==> src/design/power_clock_map.vh <==
`ifndef POWER_CLOCK_MAP_VH
`define POWER_CLOCK_MAP_VH

// register byte offsets on the apb window
`define OSC_CTRL_OFS 8'h00
`define SEC_TIMER_CTRL_OFS 8'h04
`define OSC_TUNE_OFS 8'h08
`define MODE_STAT_OFS 8'h0C

// osc_control_reg fields
`define OSC_IDLE_BIT 7
`define OSC_FREQ_HI 6
`define OSC_FREQ_LO 4
`define OSC_PRI_RDY_BIT 3
`define OSC_INT_STB_BIT 2
`define OSC_SEL_HI 1
`define OSC_SEL_LO 0

// sec_timer_ctrl_reg fields
`define SECONDARY_RUN_BIT 6
`define SEC_EN_BIT 3

// tuning register field
`define TUNE_LFS_BIT 7

// mode status fields
`define STAT_SLEEP_BIT 0
`define STAT_IDLE_BIT 1
`define STAT_SRC_HI 3
`define STAT_SRC_LO 2
`define STAT_SWITCH_BIT 4

// reset values
`define FREQ_SEL_RST 3'h4
`define CLK_SEL_RST 2'h0

// clock source codes
`define SRC_PRI 2'h0
`define SRC_SEC 2'h1
`define SRC_INT 2'h2

// timing
`define CLK_PERIOD_NS 20
`define OST_EDGES 1024
`define PLL_LOCK_NS 2000000
`define PLL_LOCK_CYC (`PLL_LOCK_NS / `CLK_PERIOD_NS)
`define OLD_EDGES 2
`define NEW_EDGES 3
`define INT_STABLE_EDGES 64

`endif

==> src/design/power_clock_switch.v <==
// Design decisions made here: register access over APB and the register offsets.
`timescale 1ns/10ps
`include "power_clock_map.vh"
module power_clock_switch #(
	parameter PLL_LOCK_CYC = `PLL_LOCK_CYC,
	parameter OST_EDGES = `OST_EDGES,
	parameter INT_STABLE_EDGES = `INT_STABLE_EDGES
) (
	input wire clk_sys,
	input wire reset,
	input wire psel,
	input wire penable,
	input wire pwrite,
	input wire [7:0] paddr,
	input wire [31:0] pwdata,
	output wire pready,
	output reg [31:0] prdata,
	output reg pslverr,
	input wire sleepReq,
	input wire wakeReq,
	input wire crystalPllMode,
	input wire priIsInternal,
	input wire wdtEnable,
	input wire failSafeEnable,
	input wire priOscPin,
	input wire secOscPin,
	input wire intFastPin,
	input wire intSlowPin,
	output reg cpuClkEn,
	output reg periphClkEn,
	output reg priOscEn,
	output reg secOscEn,
	output reg intFastEn,
	output reg slowRcEn
);
	// fsm states, one-hot
	localparam [4:0] ST_RUN = 5'h01; // steady on curSrc_r
	localparam [4:0] ST_WAITPRI = 5'h02; // old clock kept while primary starts
	localparam [4:0] ST_HOLD = 5'h04; // clocks stopped until timer osc starts
	localparam [4:0] ST_OLD = 5'h08; // counting outgoing edges
	localparam [4:0] ST_NEW = 5'h10; // counting incoming edges

	// software state
	reg idleOnSleep_r; // idle_on_sleep
	reg [2:0] intFreqSel_r; // int_freq_sel
	reg [1:0] clkSrcSel_r; // clk_src_sel
	reg secOscEnable_r; // sec_osc_enable
	reg lowFreqSrcSel_r; // low_freq_src_sel

	// mode state
	reg [4:0] state_r;
	reg [4:0] state_nxt;
	reg [1:0] curSrc_r; // source now clocking the device
	reg [1:0] tgtSrc_r; // source being switched to
	reg [1:0] tgtSrc_nxt;
	reg [1:0] edgeCnt_r; // edges counted in ST_OLD / ST_NEW
	reg [1:0] edgeCnt_nxt;
	reg sleep_r; // full sleep, all clocks off
	reg idle_r; // cpu stopped, peripherals run

	// oscillator readiness
	reg primReady_r;
	reg [10:0] ostCnt_r; // osc_startup_counter
	reg [16:0] pllCnt_r;
	reg secStarted_r;
	reg [7:0] intStbCnt_r;
	reg intStable_r;

	// status flags, registered
	reg primaryReadyFlag_r; // primary_ready_flag
	reg intFastStableFlag_r; // int_fast_stable_flag
	reg secOscRunningFlag_r; // sec_osc_running_flag

	wire [3:0] oscEdge; // pri, sec, fast, slow
	wire intTick;
	reg oldEdge;
	reg newEdge;
	reg srcTick;
	reg [1:0] reqSrc;
	wire apbWrite;
	wire apbSetup;

	osc_edge_sync #(
		.N(4)
	) u_sync (
		.clk_sys(clk_sys),
		.reset(reset),
		.oscIn({intSlowPin, intFastPin, secOscPin, priOscPin}),
		.oscEdge(oscEdge)
	);

	// rate picked live from the field
	int_postscaler u_post (
		.clk_sys(clk_sys),
		.reset(reset),
		.fastEdge(oscEdge[2]),
		.slowEdge(oscEdge[3]),
		.freqSel(intFreqSel_r),
		.lowFreqSrcSel(lowFreqSrcSel_r),
		.intTick(intTick)
	);

	// zero-wait slave: read data is loaded in the setup cycle
	assign pready = psel & penable;
	assign apbWrite = psel & penable & pwrite;
	assign apbSetup = psel & ~penable;

	// read data and error answer
	always @(posedge clk_sys)
	begin
		if (reset)
		begin
			prdata <= 32'h0000_0000;
			pslverr <= 1'b0;
		end
		else if (apbSetup)
		begin
			prdata <= 32'h0000_0000;
			pslverr <= 1'b0;
			case (paddr)
				`OSC_CTRL_OFS:
				begin
					prdata[`OSC_IDLE_BIT] <= idleOnSleep_r;
					prdata[`OSC_FREQ_HI:`OSC_FREQ_LO] <= intFreqSel_r;
					prdata[`OSC_PRI_RDY_BIT] <= primaryReadyFlag_r;
					prdata[`OSC_INT_STB_BIT] <= intFastStableFlag_r;
					prdata[`OSC_SEL_HI:`OSC_SEL_LO] <= clkSrcSel_r;
				end
				`SEC_TIMER_CTRL_OFS:
				begin
					prdata[`SECONDARY_RUN_BIT] <= secOscRunningFlag_r;
					prdata[`SEC_EN_BIT] <= secOscEnable_r;
				end
				`OSC_TUNE_OFS:
					prdata[`TUNE_LFS_BIT] <= lowFreqSrcSel_r;
				`MODE_STAT_OFS:
				begin
					prdata[`STAT_SLEEP_BIT] <= sleep_r;
					prdata[`STAT_IDLE_BIT] <= idle_r;
					prdata[`STAT_SRC_HI:`STAT_SRC_LO] <= curSrc_r;
					prdata[`STAT_SWITCH_BIT] <= ~state_r[0];
				end
				default:
					pslverr <= 1'b1; // unmapped address
			endcase
		end
	end

	// software writes; flags and status bits are read only
	always @(posedge clk_sys)
	begin
		if (reset)
		begin
			idleOnSleep_r <= 1'b0;
			intFreqSel_r <= `FREQ_SEL_RST;
			clkSrcSel_r <= `CLK_SEL_RST;
			secOscEnable_r <= 1'b0;
			lowFreqSrcSel_r <= 1'b0;
		end
		else if (apbWrite)
		begin
			case (paddr)
				`OSC_CTRL_OFS:
				begin
					idleOnSleep_r <= pwdata[`OSC_IDLE_BIT];
					intFreqSel_r <= pwdata[`OSC_FREQ_HI:`OSC_FREQ_LO];
					clkSrcSel_r <= pwdata[`OSC_SEL_HI:`OSC_SEL_LO];
				end
				`SEC_TIMER_CTRL_OFS:
					secOscEnable_r <= pwdata[`SEC_EN_BIT];
				`OSC_TUNE_OFS:
					lowFreqSrcSel_r <= pwdata[`TUNE_LFS_BIT];
				default:
					secOscEnable_r <= secOscEnable_r; // ignored
			endcase
		end
	end

	// decode the wanted source from the select field
	always @*
	begin
		if (clkSrcSel_r[1])
			reqSrc = `SRC_INT; // lower bit ignored
		else if (clkSrcSel_r[0] && !secOscEnable_r)
			reqSrc = curSrc_r;
		else
			reqSrc = clkSrcSel_r;
	end

	// per-source edge pick for outgoing, incoming and current clock
	always @*
	begin
		case (curSrc_r)
			`SRC_PRI: oldEdge = oscEdge[0];
			`SRC_SEC: oldEdge = oscEdge[1];
			default: oldEdge = intTick;
		endcase
		case (tgtSrc_r)
			`SRC_PRI: newEdge = oscEdge[0];
			`SRC_SEC: newEdge = oscEdge[1];
			default: newEdge = intTick;
		endcase
		srcTick = oldEdge;
	end

	// switch sequencer
	always @*
	begin
		state_nxt = state_r;
		tgtSrc_nxt = tgtSrc_r;
		edgeCnt_nxt = edgeCnt_r;
		case (state_r)
			ST_RUN:
			begin
				if (reqSrc != curSrc_r && !sleep_r)
				begin
					tgtSrc_nxt = reqSrc;
					edgeCnt_nxt = 2'h0;
					// internal-to-internal-primary still pays this path
					if (reqSrc == `SRC_PRI)
						state_nxt = ST_WAITPRI;
					else if (reqSrc == `SRC_SEC && !secStarted_r)
						state_nxt = ST_HOLD;
					else
						state_nxt = ST_OLD;
				end
			end
			ST_WAITPRI:
			begin
				// old source keeps clocking meanwhile
				if (reqSrc != `SRC_PRI)
					state_nxt = ST_RUN;
				else if (primReady_r)
					state_nxt = ST_OLD;
			end
			ST_HOLD:
			begin
				if (!secOscEnable_r)
					state_nxt = ST_RUN; // enable withdrawn, stay put
				else if (secStarted_r)
					state_nxt = ST_NEW;
			end
			ST_OLD:
			begin
				if (oldEdge)
				begin
					edgeCnt_nxt = edgeCnt_r + 2'h1;
					if (edgeCnt_r == `OLD_EDGES - 1)
					begin
						edgeCnt_nxt = 2'h0;
						state_nxt = ST_NEW;
					end
				end
			end
			ST_NEW:
			begin
				if (newEdge)
				begin
					edgeCnt_nxt = edgeCnt_r + 2'h1;
					if (edgeCnt_r == `NEW_EDGES - 1)
					begin
						edgeCnt_nxt = 2'h0;
						state_nxt = ST_RUN;
					end
				end
			end
			default:
				state_nxt = ST_RUN;
		endcase
	end

	// sequencer, source and low-power state
	always @(posedge clk_sys)
	begin
		if (reset)
		begin
			state_r <= ST_RUN;
			curSrc_r <= `SRC_PRI;
			tgtSrc_r <= `SRC_PRI;
			edgeCnt_r <= 2'h0;
			sleep_r <= 1'b0;
			idle_r <= 1'b0;
		end
		else
		begin
			state_r <= state_nxt;
			tgtSrc_r <= tgtSrc_nxt;
			edgeCnt_r <= edgeCnt_nxt;
			if (state_r == ST_NEW && state_nxt == ST_RUN)
				curSrc_r <= tgtSrc_r;
			// wake and sleep meeting in one cycle: sleep wins, it is newer
			if (wakeReq)
			begin
				sleep_r <= 1'b0;
				idle_r <= 1'b0;
			end
			if (sleepReq)
			begin
				// idle flag sampled at this very request
				if (!idleOnSleep_r)
					sleep_r <= 1'b1;
				else if (!(clkSrcSel_r == `SRC_SEC && !secOscEnable_r))
					idle_r <= 1'b1;
			end
		end
	end

	// primary start-up: 1024 edges, then pll lock when selected
	always @(posedge clk_sys)
	begin
		if (reset)
		begin
			primReady_r <= 1'b1;
			ostCnt_r <= 11'h000;
			pllCnt_r <= 17'h0_0000;
		end
		else if (!priOscEn)
		begin
			primReady_r <= 1'b0;
			ostCnt_r <= 11'h000;
			pllCnt_r <= 17'h0_0000;
		end
		else if (!primReady_r)
		begin
			if (ostCnt_r != OST_EDGES[10:0])
			begin
				if (oscEdge[0])
					ostCnt_r <= ostCnt_r + 11'h001;
			end
			else if (!crystalPllMode || pllCnt_r == PLL_LOCK_CYC[16:0] - 17'h0_0001)
				primReady_r <= 1'b1;
			else
				pllCnt_r <= pllCnt_r + 17'h0_0001;
		end
	end

	// timer oscillator seen oscillating while enabled
	always @(posedge clk_sys)
	begin
		if (reset)
			secStarted_r <= 1'b0;
		else if (!secOscEnable_r)
			secStarted_r <= 1'b0;
		else if (oscEdge[1])
			secStarted_r <= 1'b1;
	end

	// fast internal output settling; counter survives select changes that keep intFastEn on
	always @(posedge clk_sys)
	begin
		if (reset)
		begin
			intStbCnt_r <= 8'h00;
			intStable_r <= 1'b0;
		end
		else if (!intFastEn)
		begin
			intStbCnt_r <= 8'h00;
			intStable_r <= 1'b0;
		end
		else if (!intStable_r && oscEdge[2])
		begin
			intStbCnt_r <= intStbCnt_r + 8'h01;
			if (intStbCnt_r == INT_STABLE_EDGES[7:0] - 8'h01)
				intStable_r <= 1'b1;
		end
	end

	// oscillator enables, clock gating and status flags
	always @(posedge clk_sys)
	begin
		if (reset)
		begin
			priOscEn <= 1'b1;
			secOscEn <= 1'b0;
			intFastEn <= 1'b0;
			slowRcEn <= 1'b0;
			cpuClkEn <= 1'b0;
			periphClkEn <= 1'b0;
			primaryReadyFlag_r <= 1'b1;
			intFastStableFlag_r <= 1'b0;
			secOscRunningFlag_r <= 1'b0;
		end
		else
		begin
			// primary runs only while used or wanted; off in sleep
			priOscEn <= !sleep_r && (curSrc_r == `SRC_PRI
				|| (state_r != ST_RUN && tgtSrc_r == `SRC_PRI));
			secOscEn <= secOscEnable_r; // left running
			intFastEn <= !sleep_r && (intFreqSel_r != 3'h0 || lowFreqSrcSel_r);
			slowRcEn <= wdtEnable || failSafeEnable
				|| (!sleep_r && intFreqSel_r == 3'h0 && !lowFreqSrcSel_r
				&& (curSrc_r == `SRC_INT || tgtSrc_r == `SRC_INT));
			// gap during the switch window and while holding for the oscillator
			periphClkEn <= srcTick && !sleep_r && (state_r == ST_RUN
				|| state_r == ST_WAITPRI);
			cpuClkEn <= srcTick && !sleep_r && !idle_r && (state_r == ST_RUN
				|| state_r == ST_WAITPRI);
			// flags follow the committed source; sleep clears them all
			primaryReadyFlag_r <= !sleep_r && curSrc_r == `SRC_PRI
				&& primReady_r;
			secOscRunningFlag_r <= !sleep_r && curSrc_r == `SRC_SEC;
			intFastStableFlag_r <= !sleep_r && intStable_r && intFastEn
				&& (curSrc_r == `SRC_INT
				|| (curSrc_r == `SRC_PRI && priIsInternal));
		end
	end
endmodule // power_clock_switch

==> src/design/osc_edge_sync.v <==
`timescale 1ns/10ps
// brings free-running oscillator pins into clk_sys and marks their rising edges
module osc_edge_sync #(
	parameter N = 4
) (
	input wire clk_sys,
	input wire reset,
	input wire [N-1:0] oscIn,
	output wire [N-1:0] oscEdge
);
	genvar i;
	generate
		for (i = 0; i < N; i = i + 1)
		begin : g_sync
			reg meta_r; // first stage, read only by the second
			reg sync_r; // second stage
			reg prev_r; // delayed copy for edge detection
			reg edge_r; // registered rising-edge pulse
			// two flops before any logic, then edge detect
			always @(posedge clk_sys)
			begin
				if (reset)
				begin
					meta_r <= 1'b0;
					sync_r <= 1'b0;
					prev_r <= 1'b0;
					edge_r <= 1'b0;
				end
				else
				begin
					meta_r <= oscIn[i];
					sync_r <= meta_r;
					prev_r <= sync_r;
					edge_r <= sync_r & ~prev_r;
				end
			end
			assign oscEdge[i] = edge_r;
		end
	endgenerate
endmodule // osc_edge_sync

==> src/design/int_postscaler.v <==
`timescale 1ns/10ps
// divides the fast internal output; 000 picks slow rc or fast/256
module int_postscaler (
	input wire clk_sys,
	input wire reset,
	input wire fastEdge,
	input wire slowEdge,
	input wire [2:0] freqSel,
	input wire lowFreqSrcSel,
	output reg intTick
);
	reg [7:0] divCnt_r; // free-running, so a rate change acts at once
	reg [7:0] mask; // low bits that must all be set for a tick
	// mask is 2^(7-sel)-1 for 001 to 111, FF for 000; 111 passes every fast edge
	always @*
	begin
		mask = 8'hFF >> freqSel;
		mask = mask >> 1;
		if (freqSel == 3'h0)
			mask = 8'hFF;
	end
	// divider and tick select
	always @(posedge clk_sys)
	begin
		if (reset)
		begin
			divCnt_r <= 8'h00;
			intTick <= 1'b0;
		end
		else
		begin
			if (fastEdge)
				divCnt_r <= divCnt_r + 8'h01;
			if (freqSel == 3'h0 && !lowFreqSrcSel)
				intTick <= slowEdge;
			else
				intTick <= fastEdge & ((divCnt_r & mask) == mask);
		end
	end
endmodule // int_postscaler

==> config.mk <==
export PLATFORM = sky130hd
export DESIGN_NAME = power_clock_switch
export DESIGN_NICKNAME = d
export VERILOG_FILES = /design/src/design/power_clock_switch.v /design/src/design/osc_edge_sync.v /design/src/design/int_postscaler.v
export VERILOG_INCLUDE_DIRS = /design/src /design/src/design
export SDC_FILE = /design/constraint.sdc
export NUM_CORES = 1
export LEC_CHECK = 0
export BUFFER_PORTS_ARGS = -buffer_cell sky130_fd_sc_hd__buf_2
export CORE_MARGIN = 4
export CORE_UTILIZATION = 55
export CTS_CLUSTER_DIAMETER = 40
export DETAILED_ROUTE_END_ITERATION = 10
export PLACE_DENSITY = 0.79
export SYNTH_ARGS = -nofsm -noshare
export SYNTH_HDL_FRONTEND = slang
export SYNTH_SLANG_ARGS = --single-unit
==> constraint.sdc <==
create_clock -name clk_sys -period 3.2 [get_ports clk_sys]
set_clock_uncertainty 0.1 [all_clocks]
set_input_delay 0.16 -clock clk_sys [delete_from_list [all_inputs] [get_ports clk_sys]]
set_output_delay 0.16 -clock clk_sys [all_outputs]
set_load 0.05 [all_outputs]
* Word-level counts from Yosys, hierarchy flattened
Index checks and enable logic that the tools add are counted. W data, S select, Z words.
Cells by class: add/sub/neg operators 5, multiply operators 0, divide/modulo/power cells 0, order comparisons 0, eq/ne operators 26, shifts and indexed selects 1, mux-type cells 42, bitwise logic cells 21, reduce and logical (&&, ||, !) cells 59
Operators by type and width (number):
- $mux W5 | 9
- $pmux W5 S5 | 1
- $logic_and A1 B1 Y1 | 24
- $add A17 B1 Y17 const B | 1
- $eq A17 B17 Y1 const B | 1
- $add A8 B1 Y8 const B | 2
- $eq A8 B4 Y1 const B | 2
- $mux W1 | 14
- $mux W2 | 7
- $not A1 Y1 | 12
- $add A11 B1 Y11 const B | 1
- $ne A11 B11 Y1 const B | 1
- $eq A2 B1 Y1 const B | 5
- $eq A5 B1 Y1 const B | 2
- $pmux W1 S2 | 5
- $reduce_and A2 Y1 | 5
- $and A1 B1 Y1 | 8
- $and A8 B8 Y8 | 1
- $eq A8 B3 Y1 const B | 1
- $eq A8 B6 Y1 const B | 1
- $eq A8 B8 Y1 | 1
- $logic_not A8 Y1 | 1
- $logic_or A1 B1 Y1 | 8
- $mux W4 | 2
- other kinds (23) | 39
Storage, ports and cells: flip-flop bits (word level) 103, latch bits 0, bits in writable memories 0, memory bits (read-only) 0, bits of input ports 55, output and inout port bits 40, word-level logic and storage cells 200, memories 0

* Depth between registers and ports, before layout
Gate-level depths: netlist (run 1).
depth after elaboration 12, mapped depth 9

* Cells and area by module
Synthesis (run 1) repeated with hierarchy kept, for this count alone.
Second synthesis, totals: cell total of the unflattened synthesis 549, area, all modules 4819.6 um^2
By module, submodules not included:
- power_clock_switch | instances 1, cells each 461, area each 3881.2 um^2, seq. area each 1561.5 um^2
- osc_edge_sync | instances 1, cells each 37, area each 491.7 um^2, seq. area each 320.3 um^2
- int_postscaler | instances 1, cells each 51, area each 446.7 um^2, seq. area each 180.2 um^2

* Least setup slack after synthesis (run 1)
No wires, ideal clock.
path kind flip-flop to flip-flop, start point register ostCnt_r[0], end point register pllCnt_r[11], library setup time 0.132 ns, arrival time 1.982 ns, required time 2.968 ns, setup slack 0.986 ns, stages on the path, launching flop included 10, clock period less this slack 2.214 ns, path through dfxtp_1 -> inv_1 -> ha_1 -> or4b_4 -> nor4_4 -> o211ai_4 -> buf_6 -> clkbuf_1 -> o21ai_0 -> a21oi_1
Between the ends: cells in the longest elaborated chain, start to end 3
RTL lines:
- from (decl) | line power_clock_switch.v:63 | reg [10:0] ostCnt_r;
- from (signal assigned) | line power_clock_switch.v:328 | ostCnt_r <= ostCnt_r + 11'h001;
- $ne A11 B11 Y1 | line power_clock_switch.v:325 | if (ostCnt_r != OST_EDGES[10:0])
- $not A1 Y1 (no line)
- $reduce_and A3 Y1 (no line)
- to (signal assigned) | line power_clock_switch.v:333 | pllCnt_r <= pllCnt_r + 17'h0_0001;
- to (decl) | line power_clock_switch.v:64 | reg [16:0] pllCnt_r;
No other way between the ends. A chain may end at the register's enable or synchronous reset.

* Worst setup path after layout (run 1)
start point register ostCnt_r[1], end point register pllCnt_r[10]
The elaborated chain is that of the path after synthesis.

==> impl_metrics.yaml, run 1 <==
routing:
  vias: 3979
  first_iter_violations: 238
  drt-pass1-iter-count: 5
  ant_nets: 0
  route.detailed.drc: 0
  routed_wl_um: 10200
  wire_per_inst_um: 14.4
  viasPerCell: 5.60
final_layout:
  drive_gt1_share_pct: 12.4
  final_cell_mix: "dfxtp_1 (103), nor2_1 (62), buf_2 (45)"
  layout_commonest_cell: "dfxtp_1"
  diodes: 0
  fin_cells: 711
  syn2layout_area_growth_pct: 11.6
  fin_nets: 661
clocking:
  cts_sinks: 103
  cts_root_buffer: "clkbuf_8"
  cts_buffers: 9
  cts_hold_buffers: 17
  cts_setup_buffers: 0
  clkSlewWorstSetupHoldPaths_ps: 100
  clockBufferDepth: 2
  cts_resized: 0
  cts_tree: "done"
  clkLatencyLatePin_ps: 360
  cts-htree-levels: 3
placement:
  gp_congestion: 0.890
  dp.cells: 678
  hpwlAfterDp_um: 7170
  io_buffers: 45
synthesis:
  ys_warn_count: 0
  yosysSeqAreaShare_pct: 43.1
  synth_edf_count: 0
  async_flop_share_pct: 0
  synthCells: 550
  syn_area_um2: 4790
  ys_types: 61
  ys_seq_elements: 103
  synthFlopType: "dfxtp_1"
  synth_area_per_cell_um2: 8.70
global_route:
  grt_usage_pct: 20.4
  antenna_found_initial: 0
  grt_pass1_vias: 3650
  grt_overflow_total: 0
  grt_pass1_wl_um: 17000
  grt_max_degree: 56
power_and_ir_drop:
  power_frac_comb_pct: 8.8
  cellLeakagePower_nw: 2.06
  clockPowerShare_pct: 34.8
  power.internal_mw: 1.71
  switching_share_pct: 26.3
  seq_power_share_pct: 56.5
  ir_worst_vdd_uv: 266
  power_density_nw_per_um2: 435
  switchingPower_mw: 0.613
worst_setup_path:
  critPathCaptureType: "register"
  rrSetupSlack_ps: 700
  timing.rr.start: "ostCnt_r[1]"
  rr_worst_depth: 7
  arrival_ps: 2690
  crit_required_ps: 3390
  path_max_fanout: 28
  critPathKind: "reg2reg"
  startpoint: "ostCnt_r[1]"
  r2r_end: "pllCnt_r[10]"
  setup.worst_path.end: "pllCnt_r[10]"
  cp-start-kind: "register"
status:
  outcome: "complete, no violations"
floorplanning:
  die_w_um: 101
  dieArea_um2: 10300
  die_h_um: 101
  core_um2: 8340
  initial_core_util_pct: 57.4
  rows: 33
  io_pins: 95
sta:
  fmax_mhz: 400
  post-route-period-util_pct: 78.0
  hold_ws_ps: 114
  drv_slew: 0
  finalHoldViolations: 0
  slew_headroom_pct: 44.1
  fin_tns_setup_ps: 0
  fin_crit_ps: 2500
  setup_viol: 0
  rsz0062_at_grt: "no"
  worst_pin_slew_ps: 831
flow_run:
  max_cap_violations: 0
hold_path:
  worstHoldPathType: "in2reg"
[per-stage QoR]
step           setup slack [ps]  total power [mW]  util (%)  area (um2)
2_1_floorplan               986              1.51         -        4870
3_3_place_gp                773              1.53      59.6        4970
3_5_place_dp                741              1.53      59.6        4970
4_1_cts                     704              2.33      64.1        5340
5_1_grt                     535              2.40      64.1        5340
6_report                    703              2.33      64.1        5340
[worst min-delay path by stage]
stage | startpoint | to | slack (ps) | cells after the start
floorplan | pwdata[6] | intFreqSel_r[2] | 190 | 2
global placement | intFastPin | u_sync.g_sync[2].meta_r | 270 | 2
detailed placement | u_sync.g_sync[0].prev_r | u_sync.g_sync[0].edge_r | 270 | 1
CTS | reset | intFreqSel_r[2] | 110 | 4
global route | reset | intFreqSel_r[2] | 140 | 4
finish | reset | intFreqSel_r[2] | 110 | 4
[critical path: stages, from the launching register on]
cell and delay (ps):
dfxtp_1 350, inv_1 80, ha_1 140, or4b_4 490
nor4_4 300, o211ai_4 290, or4_1 530, a21oi_1 150
[cell usage after synthesis, types with 2 or more instances]
| library cell | n | area [um2] |
|---|---|---|
| or4_1 | 6 | 45.0 |
| dfxtp_1 | 103 | 2060 |
| and2_1 | 3 | 18.8 |
| xor2_1 | 13 | 114 |
| clkbuf_1 | 19 | 71.3 |
| a211oi_1 | 2 | 15.0 |
| nand2_1 | 23 | 86.3 |
| nor4b_1 | 3 | 26.3 |
| a21o_1 | 3 | 22.5 |
| nor3_1 | 16 | 80.1 |
| o21a_1 | 3 | 22.5 |
| buf_4 | 24 | 180 |
| o21ai_0 | 26 | 130 |
| buf_1 | 3 | 11.3 |
| o311ai_0 | 3 | 26.3 |
| ha_1 | 5 | 62.6 |
| a22oi_1 | 6 | 45.0 |
| or3_1 | 20 | 125 |
| mux2i_1 | 19 | 190 |
| mux2_2 | 4 | 45.0 |
| nor2b_1 | 27 | 169 |
| inv_1 | 16 | 60.1 |
| nand4_1 | 10 | 62.6 |
| o41ai_1 | 2 | 17.5 |
| nand2b_1 | 6 | 37.5 |
| or4b_1 | 2 | 20.0 |
| and3_1 | 7 | 43.8 |
| nand3_1 | 22 | 110 |
| a21oi_1 | 38 | 190 |
| xnor2_1 | 11 | 96.3 |
| nand3b_1 | 2 | 15.0 |
| o31ai_1 | 3 | 22.5 |
| o2111ai_1 | 2 | 17.5 |
| o311a_1 | 2 | 20.0 |
| or2_2 | 2 | 12.5 |
| nor4_1 | 8 | 50.1 |
| nor2_1 | 62 | 233 |
[registers in the layout (all words and copies together) (netlist names), 2 cells and up]
signal / flops
pllCnt_r: 17
intStbCnt_r: 8
edgeCnt_r: 2
u_sync.g_sync.edge_r: 4
intFreqSel_r: 3
prdata: 8
u_sync.g_sync.sync_r: 4
ostCnt_r: 11
clkSrcSel_r: 2
u_sync.g_sync.prev_r: 4
u_post.divCnt_r: 8
tgtSrc_r: 2
state_r: 5
curSrc_r: 2
u_sync.g_sync.meta_r: 4
[power by group through the flow]
stage                     registers (mW)  logic [mW]  clock network (mW)
final                               1.31       0.204               0.808
after detailed placement            1.34       0.185                   0
after global placement              1.34       0.183                   0
after global routing                1.32       0.221               0.866
after CTS                           1.31       0.202               0.817
after floorplan                     1.35       0.161                   0
[layer usage]
layer / vias up / share of wire [%] / global-route usage (%)
met2: 119 / 48 / 33.4
met3: 18 / 6.1 / 3.99
met1: 1851 / 45 / 27.2
met4: 0 / 1.3 / 6.44
met5: - / 0 / 0
li1: 1991 / - / -
[cells by family (layout without fill, tap and decap cells)]
logic type,count (synthesis),in the layout,share of synthesized area [%]
adder cells (fa/ha/maj),5,5,1.31
buffers and inverters,65,98,7.16
multiplexers,23,23,4.91
other,1,24,0.0783
AO/OA/AOI/OAI,104,104,13.9
XOR/XNOR,24,24,4.39
AND/OR/NAND/NOR,225,225,25.2
flip-flops,103,103,43.1
[area by class of cell]
type                            instances  area (um2)
Clock inverter                          4        35.0
Clock buffer                           12         165
Inverter                               17        63.8
Tap cell                              105         131
Timing Repair Buffer                   65         418
Fill cell                             710        3000
Multi-Input combinational cell        405        2470
Sequential cell                       103        2060
Power figures use the tool's default switching activity.
==> run 2, diff against run 1 <==
Settings changed: ABC_AREA from default to 1, PLACE_DENSITY 0.79 to 0.78.
Clock period 3.2 ns to 2.6 ns, I/O delays scaled along.
==> run 2 against run 1 <==
Worst setup slack worse by 260 ps. Utilization down 0.95 points. Sequential power up 24%. Critical endpoint is now secOscEnable_r. Register-to-register slack better by 60 ps. Synthesized area up 7.5%. Die area up 6.9%. Non-clock buffer count up 7. Flip-flop and latch count unchanged. Power up 25%. Clock power up 23%. First-iteration DRC count up 36%.
==> impl_metrics.yaml, run 2 <==
status:
  outcome: "complete, no violations"
synthesis:
  ys_seq_elements: 103
  synth.most_common_cell: "nand2_1"
  synth_area_per_cell_um2: 6.94
  yosysSeqAreaShare_pct: 40.1
  synthCells: 741
  syn_area_um2: 5140
  ys_warn_count: 0
  synthFlopType: "dfxtp_1"
  synth_top_area_share_pct: 40.1
  async_flop_share_pct: 0
  synth_commonest_cells: "nand2_1 (150), inv_1 (105), dfxtp_1 (103), nor2_1 (99), nand3_1 (54)"
  netlist_top_cells_area: "dfxtp_1 (40%), nand2_1 (11%), inv_1 (7.7%)"
  synth_top_cell_by_area: "dfxtp_1"
  ys_types: 34
  synth_edf_count: 0
floorplanning:
  core_um2: 9150
  rows: 35
  initial_core_util_pct: 56.2
  io_pins: 95
  dieArea_um2: 11000
  die_h_um: 105
  die_w_um: 105
routing:
  route.detailed.drc: 0
  ant_nets: 0
  first_iter_violations: 323
  routed_wl_um: 11500
  drt-pass1-iter-count: 5
  wire_per_inst_um: 12.5
  viasPerCell: 5.21
  vias: 4820
worst_setup_path:
  timing.rr.start: "pllCnt_r[0]"
  rrSetupSlack_ps: 760
  startpoint: "paddr[0]"
  path_max_fanout: 3
  crit_required_ps: 2810
  arrival_ps: 2370
  critPathCaptureType: "register"
  cp-start-kind: "input pin"
  critPathKind: "in2reg"
final_layout:
  largest_register_ffs: 17
  fin_area_um2: 5780
  reg_top3: "pllCnt_r: 17 flops, ostCnt_r: 11 flops"
  top_register: "pllCnt_r"
  fin_nets: 869
  syn2layout_area_growth_pct: 12.3
  final_cell_mix: "nand2_1 (150), inv_1 (105), dfxtp_1 (103)"
  fin_util_pct: 63.1
  diodes: 0
  layout_commonest_cell: "nand2_1"
  drive_gt1_share_pct: 11.4
power_and_ir_drop:
  power_density_nw_per_um2: 502
  ir_worst_vdd_uv: 384
  p_total_mw: 2.90
  cellLeakagePower_nw: 2.38
clocking:
  cts_buffers: 9
  cts_hold_buffers: 21
  clockBufferDepth: 2
  cts_setup_buffers: 0
  clkSlewWorstSetupHoldPaths_ps: 110
  cts_root_buffer: "clkbuf_8"
  clkLatencyLatePin_ps: 380
  cts_sinks: 103
  cts_resized: 0
  cts_tree: "done"
  cts-htree-levels: 3
global_route:
  grt_overflow_total: 0
  antenna_found_initial: 0
  grt_usage_pct: 21.5
  grt_pass1_wl_um: 19900
  grt_pass1_vias: 4592
  grt_max_degree: 33
sta:
  post-route-period-util_pct: 82.9
  setup_viol: 0
  slew_headroom_pct: 59.5
  drv_slew: 0
  fin_crit_ps: 2160
  fmax_mhz: 464
  fin_tns_setup_ps: 0
  worst_pin_slew_ps: 607
  hold_ws_ps: 35.1
  finalHoldViolations: 0
  rsz0062_at_grt: "no"
hold_path:
  worstHoldPathType: "in2reg"
  min_from: "paddr[3]"
placement:
  io_buffers: 45
  gp_congestion: 0.930
  hpwlAfterDp_um: 8270
  placed_area_um2: 5380
flow_run:
  max_cap_violations: 0
==> run 2: report_power, final <==
part           leakage (nW)  internal [mW]  switching (mW)  total (mW)
Sequential            0.835           1.60          0.0177        1.62
Clock                0.0961          0.377           0.615       0.992
Combinational          1.45         0.0740           0.211       0.285
==> run 2: worst paths after layout <==
| check | end | depth (start not counted) |
|---|---|---|
| worst min register to register | u_sync.g_sync[2].edge_r | 1 |
| worst min-delay path | prdata[3] | 4 |
| worst max register to register | pllCnt_r[9] | 9 |
| worst max-delay path | secOscEnable_r | 8 |
==> run 2: metrics by stage <==
step                cells  worst slack (ps)
floorplan             764              1020
global placement      888               820
detailed placement    888               800
CTS                   925               593
global route          925               373
finish                925               444
==> run 2: worst max-delay path, cell delays in order <==
cell,delay [ps]
dlygate4sd3_1,530
buf_2,120
nor2_1,200
inv_1,120
nor4_1,390
nand3_1,140
dlygate4sd3_1,600
a21oi_1,160
==> run 2: cell families after synthesis <==
group                    share of synthesized area [%]
AO/OA/AOI/OAI                                     12.1
XOR/XNOR                                          3.23
adder cells (fa/ha/maj)                           1.22
buffers and inverters                             13.0
flip-flops                                        40.1
other                                           0.0729
AND/OR/NAND/NOR                                   30.3
==> run 2: layout make-up <==
class,count,area (um2)
tap,111,139
fill,823,3380
clock buffer,10,128
multi-input combinational,514,2500
timing repair buffer,72,480
sequential,103,2060
clock inverter,6,57.6
inverter,109,409
==> run 2: per-layer routing <==
layer  routed length (um)  vias to the layer above  GRT usage [%]
met3                  521                       21           4.45
met1                 5140                     2218           26.2
met2                 5630                      114           36.9
met5                    0                        -              0
li1                     -                     2467              -
met4                  232                        0           8.62
